<file path="config.mk">
export PLATFORM = sky130hd
export DESIGN_NAME = mrd_operand_decoder
export DESIGN_NICKNAME = d
export VERILOG_FILES = /design/src/design/mrd_pkg.sv /design/src/design/mrd_operand_decoder.sv
export SDC_FILE = /design/constraint.sdc
export NUM_CORES = 1
export LEC_CHECK = 0
export CORE_MARGIN = 10
export CORE_UTILIZATION = 50
export CTS_BUF_LIST = sky130_fd_sc_hd__clkbuf_16
export DETAILED_ROUTE_END_ITERATION = 10
export DONT_BUFFER_PORTS = 1
export GPL_TIMING_DRIVEN = 0
export PLACE_DENSITY = 0.74
export SLEW_MARGIN = 30
export SYNTH_ARGS = -nofsm -noshare
export SYNTH_HDL_FRONTEND = slang
export SYNTH_SLANG_ARGS = --single-unit
export TNS_END_PERCENT = 30
</file>
<file path="constraint.sdc">
create_clock -name i_clock -period 1.3 [get_ports i_clock]
set_input_delay 0.195 -clock i_clock [delete_from_list [all_inputs] [get_ports i_clock]]
set_output_delay 0.195 -clock i_clock [all_outputs]
set_load 0.01 [all_outputs]
</file>
<file path="src/design/mrd_pkg.sv">
// Shared constants and types for the operand-specifier decoder
package mrd_pkg;

  // Field positions inside the addressing-form byte
  localparam int MODRM_MOD_LSB = 6;
  localparam int MODRM_REG_LSB = 3;
  localparam int MODRM_RM_LSB = 0;

  // Field positions inside the scaled-index byte
  localparam int SIB_SCALE_LSB = 6;
  localparam int SIB_INDEX_LSB = 3;
  localparam int SIB_BASE_LSB = 0;

  // Field widths
  localparam int FORM_W = 2;
  localparam int SEL_W = 3;
  localparam int SCALE_W = 2;
  localparam int BYTE_W = 8;
  localparam int LONG_OFFSET_W = 32;
  localparam int SHORT_OFFSET_W = 8;

  // Addressing-form codes
  localparam logic [1:0] FORM_NO_OFFSET = 2'h0;
  localparam logic [1:0] FORM_SHORT_OFFSET = 2'h1;
  localparam logic [1:0] FORM_LONG_OFFSET = 2'h2;
  localparam logic [1:0] FORM_REGISTER = 2'h3;

  // Special selector codes
  localparam logic [2:0] SEL_SIB_FOLLOWS = 3'h4;
  localparam logic [2:0] SEL_ABSOLUTE = 3'h5;
  localparam logic [2:0] BASE_STACK_PTR = 3'h4;
  localparam logic [2:0] BASE_FRAME_PTR = 3'h5;
  localparam logic [2:0] INDEX_NONE = 3'h4;
  localparam logic [1:0] SCALE_BY_ONE = 2'h0;

  // Operand width class of a register operand
  typedef enum logic [1:0] {
    RC_BYTE,
    RC_WORD,
    RC_DWORD
  } mrd_class_t;

  // Displacement carried by the instruction
  typedef enum logic [1:0] {
    DISP_NONE,
    DISP_SHORT,
    DISP_LONG
  } mrd_disp_t;

  // Default segment of a memory operand
  typedef enum logic {
    SEG_DATA,
    SEG_STACK
  } mrd_seg_t;

endpackage : mrd_pkg

</file>
<file path="src/design/mrd_operand_decoder.sv">
// Registered decode of the addressing-form byte and scaled-index byte into operand recipes
// What this block does
// RULE1: Register form, word data, size bit set: word register numbered by the selector.
// RULE2: Register form, size bit clear: byte register, 000-011 low bytes, 100-111 high.
// RULE3: Register form, doubleword data, size bit set: doubleword register numbered by selector.
// RULE4: Register field decodes with the same mapping as the register-form selector.
// RULE5: Form 00 without index byte: register base, data segment; selector 101 is absolute long.
// RULE6: Forms 01/10 add short/long offset; base 101 defaults to stack segment.
// RULE7: Selector 100 with forms 00, 01, 10 announces a scaled-index byte; the code takes it as one only while i_addr32 is set.
// RULE8: Index-byte base 100 selects stack pointer base, stack segment, all memory forms.
// RULE9: Index-byte form 00 base 101: no base, long offset plus scaled index, data segment.
// RULE10: Index-byte form 01 base 101: frame pointer, scaled index, short offset, stack segment.
// RULE11: Index-byte form 10: base plus scaled index plus long offset; 101 uses stack segment.
// RULE12: Index-byte other bases select that register, data segment; 00 none, 01 short offset.
// RULE13: Scale codes 00, 01, 10, 11 multiply the index by 1, 2, 4, 8.
// RULE14: Index 100 means no index; the stream must then carry scale code 00.
// RULE15: A short offset is sign-extended to full width before address generation.
`timescale 1ns/1ps
`default_nettype none

module mrd_operand_decoder #(
  parameter int unsigned DISP_W = 32
) (
  input wire logic i_clock,
  input wire logic i_sys_rst,
  input wire logic i_valid,
  input wire logic [7:0] i_modrm,
  input wire logic [7:0] i_sib,
  input wire logic i_opsize,
  input wire logic i_data32,
  input wire logic i_addr32,
  input wire logic [7:0] i_short_offset,
  input wire logic [DISP_W-1:0] i_long_offset,
  output logic o_valid,
  output logic o_is_reg,
  output var mrd_pkg::mrd_class_t o_rm_class,
  output logic [2:0] o_rm_num,
  output var mrd_pkg::mrd_class_t o_reg_class,
  output logic [2:0] o_reg_num,
  output logic o_sib_used,
  output logic o_base_valid,
  output logic [2:0] o_base_num,
  output logic o_index_valid,
  output logic [2:0] o_index_num,
  output logic [1:0] o_scale_shift,
  output var mrd_pkg::mrd_disp_t o_disp_kind,
  output logic [DISP_W-1:0] o_disp,
  output var mrd_pkg::mrd_seg_t o_seg,
  output logic o_ea_undefined,
  output logic o_addr16_form
);
  import mrd_pkg::*;

  // Offsets narrower than a short offset cannot hold its sign extension
  if (DISP_W < SHORT_OFFSET_W || DISP_W > LONG_OFFSET_W) begin : g_bad_width
    $error("DISP_W must lie between the short and long offset widths");
  end

  typedef struct packed {
    logic valid;
    logic is_reg;
    mrd_class_t rm_class;
    logic [2:0] rm_num;
    mrd_class_t reg_class;
    logic [2:0] reg_num;
    logic sib_used;
    logic base_valid;
    logic [2:0] base_num;
    logic index_valid;
    logic [2:0] index_num;
    logic [1:0] scale_shift;
    mrd_disp_t disp_kind;
    logic [DISP_W-1:0] disp;
    mrd_seg_t seg;
    logic ea_undefined;
    logic addr16_form;
  } mrd_state_t;

  mrd_state_t state_reg;
  mrd_state_t state_next;

  logic [1:0] form;
  logic [2:0] sel;
  logic [2:0] reg_sel;
  logic [1:0] sib_scale;
  logic [2:0] sib_index;
  logic [2:0] sib_base;

  assign form = i_modrm[MODRM_MOD_LSB +: FORM_W];
  assign sel = i_modrm[MODRM_RM_LSB +: SEL_W];
  assign reg_sel = i_modrm[MODRM_REG_LSB +: SEL_W];
  assign sib_scale = i_sib[SIB_SCALE_LSB +: SCALE_W];
  assign sib_index = i_sib[SIB_INDEX_LSB +: SEL_W];
  assign sib_base = i_sib[SIB_BASE_LSB +: SEL_W];

  always_comb begin
    mrd_class_t size_class;
    logic [2:0] base_code;
    size_class = RC_BYTE;
    base_code = sel;
    state_next = '0;
    state_next.valid = i_valid;
    if (i_valid) begin
      // Size bit clear always means a byte register; byte codes 100-111 are the high bytes
      if (!i_opsize) begin
        size_class = RC_BYTE; // RULE2
      end else if (i_data32) begin
        size_class = RC_DWORD; // RULE3
      end else begin
        size_class = RC_WORD; // RULE1
      end
      state_next.reg_class = size_class; // RULE4
      state_next.reg_num = reg_sel; // RULE4
      if (form == FORM_REGISTER) begin
        state_next.is_reg = 1'b1;
        state_next.rm_class = size_class; // RULE1 RULE2 RULE3
        state_next.rm_num = sel; // RULE1 RULE2 RULE3
      end else if (!i_addr32) begin
        // Word addressing memory forms are resolved elsewhere
        state_next.addr16_form = 1'b1;
      end else begin
        if (sel == SEL_SIB_FOLLOWS) begin
          state_next.sib_used = 1'b1; // RULE7
          base_code = sib_base;
          state_next.index_valid = (sib_index != INDEX_NONE); // RULE14
          state_next.index_num = sib_index;
          state_next.scale_shift = sib_scale; // RULE13
          // Flagged only; the address is left to the stream's own discipline
          state_next.ea_undefined = (sib_index == INDEX_NONE) && (sib_scale != SCALE_BY_ONE); // RULE14
          if (base_code == BASE_STACK_PTR) begin
            state_next.seg = SEG_STACK; // RULE8
          end
        end
        state_next.base_valid = 1'b1; // RULE5 RULE12
        state_next.base_num = base_code; // RULE12
        if (form == FORM_NO_OFFSET && base_code == SEL_ABSOLUTE) begin
          // Absolute form: no base, long offset, data segment
          state_next.base_valid = 1'b0; // RULE5 RULE9
          state_next.disp_kind = DISP_LONG; // RULE5 RULE9
        end else if (form == FORM_SHORT_OFFSET) begin
          state_next.disp_kind = DISP_SHORT; // RULE6 RULE10 RULE12
        end else if (form == FORM_LONG_OFFSET) begin
          state_next.disp_kind = DISP_LONG; // RULE6 RULE11
        end
        if (form != FORM_NO_OFFSET && base_code == BASE_FRAME_PTR) begin
          state_next.seg = SEG_STACK; // RULE6 RULE10 RULE11
        end
      end
      if (state_next.disp_kind == DISP_SHORT) begin
        state_next.disp = {{(DISP_W - SHORT_OFFSET_W){i_short_offset[SHORT_OFFSET_W-1]}}, i_short_offset}; // RULE15
      end else if (state_next.disp_kind == DISP_LONG) begin
        state_next.disp = i_long_offset;
      end
    end
  end

  always_ff @(posedge i_clock) begin
    if (i_sys_rst) begin
      state_reg <= '0;
    end else begin
      state_reg <= state_next;
    end
  end

  assign o_valid = state_reg.valid;
  assign o_is_reg = state_reg.is_reg;
  assign o_rm_class = state_reg.rm_class;
  assign o_rm_num = state_reg.rm_num;
  assign o_reg_class = state_reg.reg_class;
  assign o_reg_num = state_reg.reg_num;
  assign o_sib_used = state_reg.sib_used;
  assign o_base_valid = state_reg.base_valid;
  assign o_base_num = state_reg.base_num;
  assign o_index_valid = state_reg.index_valid;
  assign o_index_num = state_reg.index_num;
  assign o_scale_shift = state_reg.scale_shift;
  assign o_disp_kind = state_reg.disp_kind;
  assign o_disp = state_reg.disp;
  assign o_seg = state_reg.seg;
  assign o_ea_undefined = state_reg.ea_undefined;
  assign o_addr16_form = state_reg.addr16_form;

  logic mem32;
  assign mem32 = i_valid && i_addr32 && (form != FORM_REGISTER);
endmodule : mrd_operand_decoder

`default_nettype wire

</file>
# Yosys cells after proc, flatten, opt, wreduce, memory -nomap -nowiden
# Cells that the tools add are included.
totals:
  regBits: 60
  latch_bits: 0
  mem_bits_rw: 0
  mem_bits_ro: 0
  in_bits: 62
  mem_count: 0
classes:
  add_sub_neg: 0
  multipliers: 0
  n_div: 0
  magnitude_cmp: 0
  eq_ne: 10
  shift: 0
  mux: 22
  bitwise_logic: 4
  reduce_logical: 11
op_table:
  columns: ["cell", "count"]
  rows:
  - ["$mux W32", 2]
  - ["$mux W13", 3]
  - ["$eq A3 B3 Y1 const B", 4]
  - ["$mux W2", 6]
  - ["$mux W3", 4]
  - ["$mux W6", 2]
  - ["$eq A2 B2 Y1 const B", 3]
  - ["$reduce_or A3 Y1", 2]
  - ["$mux W1", 5]
  - ["$reduce_or A5 Y1", 1]
  - ["$eq A2 B1 Y1 const B", 2]
  - ["$not A1 Y1", 4]
  - ["$reduce_bool A2 Y1", 2]
  - ["$reduce_or A4 Y1", 1]
  - ["$logic_and A1 B1 Y1", 3]
  - ["$ne A3 B3 Y1 const B", 1]
  - ["$logic_not A2 Y1", 1]
  - ["$reduce_or A2 Y1", 1]

# Depth between registers and ports, before layout
depth:
  word_depth: 14
  mapped_depth: 6
  mapped_depth_nobuf: 5

# Worst setup path after synthesis
# OpenSTA, ideal clock, no wires.
synth_path:
  path_type: "input to register"
  from: "in i_sys_rst"
  to: "reg state_reg (netlist bit o_disp[3])"
  setup_ps: 59
  arrival_ps: 1130
  path_slack_ps: 111
  stages: 6
  path_buffers: 1
  path_cell_list: "nand2b_4 inv_2 nand2_2 a211oi_4 buf_6 a22o_1"
synth_between:
  elab_chain_cells: 1
synth_rtl:
  columns: ["item", "line_no", "source"]
  rows:
  - ["from (decl)", "mrd_operand_decoder.sv:25", "input wire logic i_sys_rst,"]
  - ["$reduce_or A2 Y1 (no source line)", null, null]
  - ["to (signal assigned)", "mrd_operand_decoder.sv:161", "state_reg <= state_next;"]
  - ["to (decl)", "mrd_operand_decoder.sv:79", "mrd_state_t state_reg;"]
# No other way between the ends.
# A chain may end at the register's enable or synchronous reset.

# Final worst setup path
layout_path:
  from: "in i_sys_rst"
  to: "reg state_reg (netlist bit o_disp[24])"
# The elaborated chain is that of the path after synthesis.

==> metrics <==
CTS tree=built; power density over the cells=approximately 1700 nW/µm²; vias per cell=5.22; Fin. Hold Viols=0; RePlAce Congestion=0.732; CTS clk-pin slew, worst paths=0.05 ns; total power=approximately 4.3 mW; number of global-route vias before repair=1415; post-synthesis sequential area ratio=66.3%; area growth from synthesis to layout=38.2%; dpl hpwl=3.79 mm; die area=6430 µm²; Worst Path Required=1.55 ns; Die W=between 80 and 90 µm; crit path time final=1.17 ns; Synth Area in XOR/XNOR=0%; layout cells sized above 1=12.7%; final setup fails=0; filler cell count=238; Compound-Gate Fraction of Synth Area=18.5%; Synth Area per Inst=12.4 µm²; 1st-iter DRT viols=32; Num CTS Buffers=9; Resized cells post-CTS=0; Avg WL per Cell=21.8 µm; final WL=5.29 mm; leakage=1.23 nW; Inserted Diodes=0; Crit. End Element=flop; MaxCap Viol Count=0; starting density of the core=53.1%; routed vias=1269; syn nets=around 210; Core ar.=roughly 3400 µm²; I/O pin cnt=122; drt pass-1 iters=4; setup TNS=0 ns; Comb pwr share=about 4.0%; largest net degree at the start of global routing=11; Clk pwr share=51.0%; Hold Worst Slack=0.00677 ns; Reg power frac=45.0%; Hold Path Sink=o_base_num[2]; Post-Syn Area=between 1500 and 2000 µm²; final period utilization=89.7%; cts hold-fix bufs=33; Setup Buffers After CTS=0; DRC Markers=0; initial antenna violation count=0; main combinational cell family by area after synthesis=compound AO/OA/AOI/OAI gates; max_slew headroom=66.5%; global-route wire length before repair=about 7.8 mm; CTS max path bufs=2; Synth warnings=0; final slew viol count=0; Syn Inst Count=around 150; crit path kind=input pin to flop; Post-DRT Antenna Nets=0; buffers added on ports=0; clk sink count=60; most frequent cells in the layout=60 x dfxtp_1, 35 x dlygate4sd3_1, 25 x a21o_1; CP Launch Type=input pin; fin area=2500 µm²; total global routing overflow=0; clock root buffer=clkbuf_16; Max Clock Freq=~0.86 GHz; All-Layer GR Usage=16.2%; cell internal pwr=3.44 mW; post-synth cell types=30; Worst Path Arrival=1.42 ns; RSZ-0062 raised after global routing=false; row count=21; Layout Nets=between 200 and 300; commonest non-fill, non-tap cell in the layout=dfxtp_1; post-synthesis mux area share=0%; status=complete, no violations; die height=80.2 µm; dpl cell area=1870 µm²; Synth Area in Simple Gates=12.2%; Hold Crit Class=input pin to flop; post-synthesis adder-cell area fraction=0%; slew of the pin with the lowest slew margin=0.500 ns; Hold Startpoint=i_modrm[2]; Net Sw Frac=~19%; max FFs per register=32; peak supply drop=0.00123 V; WHS Path Cells=1; CP Max Fanout=10; register bit total from synthesis=60; htree depth=3; NetSw=between 0.8 and 0.9 mW
==> cells by family after synthesis <==
group | count (synthesis)
compound gates | 42
buf+inv | 8
flops | 60
simple gates | 36
==> critical path: stages <==
cell	delay, ns
nand2b_4	0.13
inv_2	0.11
nand2_2	0.11
nor2_1	0.42
buf_2	0.32
a21o_1	0.12
==> worst max path at each step <==
stage	startpoint	to	slack, ns	depth (start not counted)
4_1_cts	i_sys_rst	o_disp[31]	0.13	6
3_3_place_gp	i_sys_rst	o_disp[20]	-0.14	6
2_1_floorplan	i_sys_rst	o_disp[3]	0.11	6
6_report	i_sys_rst	o_disp[24]	0.13	6
3_5_place_dp	i_sys_rst	o_disp[31]	-0.18	6
5_1_grt	i_sys_rst	o_disp[29]	0.05	6
==> power by group through the flow <==
stage / clock, mW / combinational, mW / sequential, mW
floorplan: 0 / 0.0684 / 1.95
global placement: 0 / 0.0758 / 1.96
detailed placement: 0 / 0.0808 / 1.96
CTS: 2.22 / 0.164 / 1.92
global route: 2.32 / 0.188 / 1.92
finish: 2.18 / 0.170 / 1.92
==> synthesized netlist by cell type <==
| cell | n | area, µm² |
|---|---|---|
| o2111a_1 | 1 | 11.3 |
| inv_1 | 2 | 7.51 |
| a21oi_1 | 4 | 20.0 |
| nand2b_4 | 1 | 13.8 |
| nand2_2 | 1 | 6.26 |
| nor2_1 | 8 | 30.0 |
| o21ai_2 | 1 | 8.76 |
| and2b_1 | 1 | 7.51 |
| nor3b_1 | 1 | 7.51 |
| nor3_1 | 1 | 5.00 |
| o311a_1 | 1 | 10.0 |
| a22o_1 | 7 | 61.3 |
| nand2_1 | 2 | 7.51 |
| dfxtp_1 | 60 | 1200 |
| inv_2 | 1 | 3.75 |
| nand3_1 | 2 | 10.0 |
| a21boi_0 | 1 | 7.51 |
| nor4b_1 | 1 | 8.76 |
| nand2b_1 | 1 | 6.26 |
| a21o_1 | 25 | 188 |
| nor4_1 | 1 | 6.26 |
| and3b_1 | 1 | 8.76 |
| nor3b_2 | 1 | 12.5 |
| o31a_1 | 1 | 8.76 |
| and2_1 | 11 | 68.8 |
| a211oi_4 | 1 | 20.0 |
| buf_2 | 2 | 10.0 |
| buf_6 | 3 | 33.8 |
| nor3_2 | 1 | 10.0 |
| and3_1 | 2 | 12.5 |
==> layout make-up <==
| type | instances | area (µm²) | area share [%] |
|---|---|---|---|
| timing repair buffer | 35 | 350 | 14.0 |
| multi-input combinational | 78 | 557 | 22.2 |
| clock buffer | 9 | 225 | 8.99 |
| clock inverter | 7 | 58.8 | 2.35 |
| sequential | 60 | 1200 | 48.0 |
| tap | 46 | 57.6 | 2.30 |
| inverter | 3 | 11.3 | 0.450 |
| buffer | 5 | 43.8 | 1.75 |
==> per-stage QoR <==
stage / std cells / setup slack, ns / util (%)
2_1_floorplan: 146 / 0.111 / -
3_3_place_gp: 192 / -0.136 / 54.8
3_5_place_dp: 192 / -0.184 / 54.8
4_1_cts: 241 / 0.133 / 72.7
5_1_grt: 243 / 0.0473 / 73.3
6_report: 243 / 0.134 / 73.3
==> metal layers <==
layer	vias up	global-route usage [%]	part of all wire, %
li1	598	-	-
met1	583	13.5	32
met2	82	28.5	51
met3	6	12.9	16
met4	0	5.28	1.2
met5	-	0	0
(Power assumes the default switching activity.)
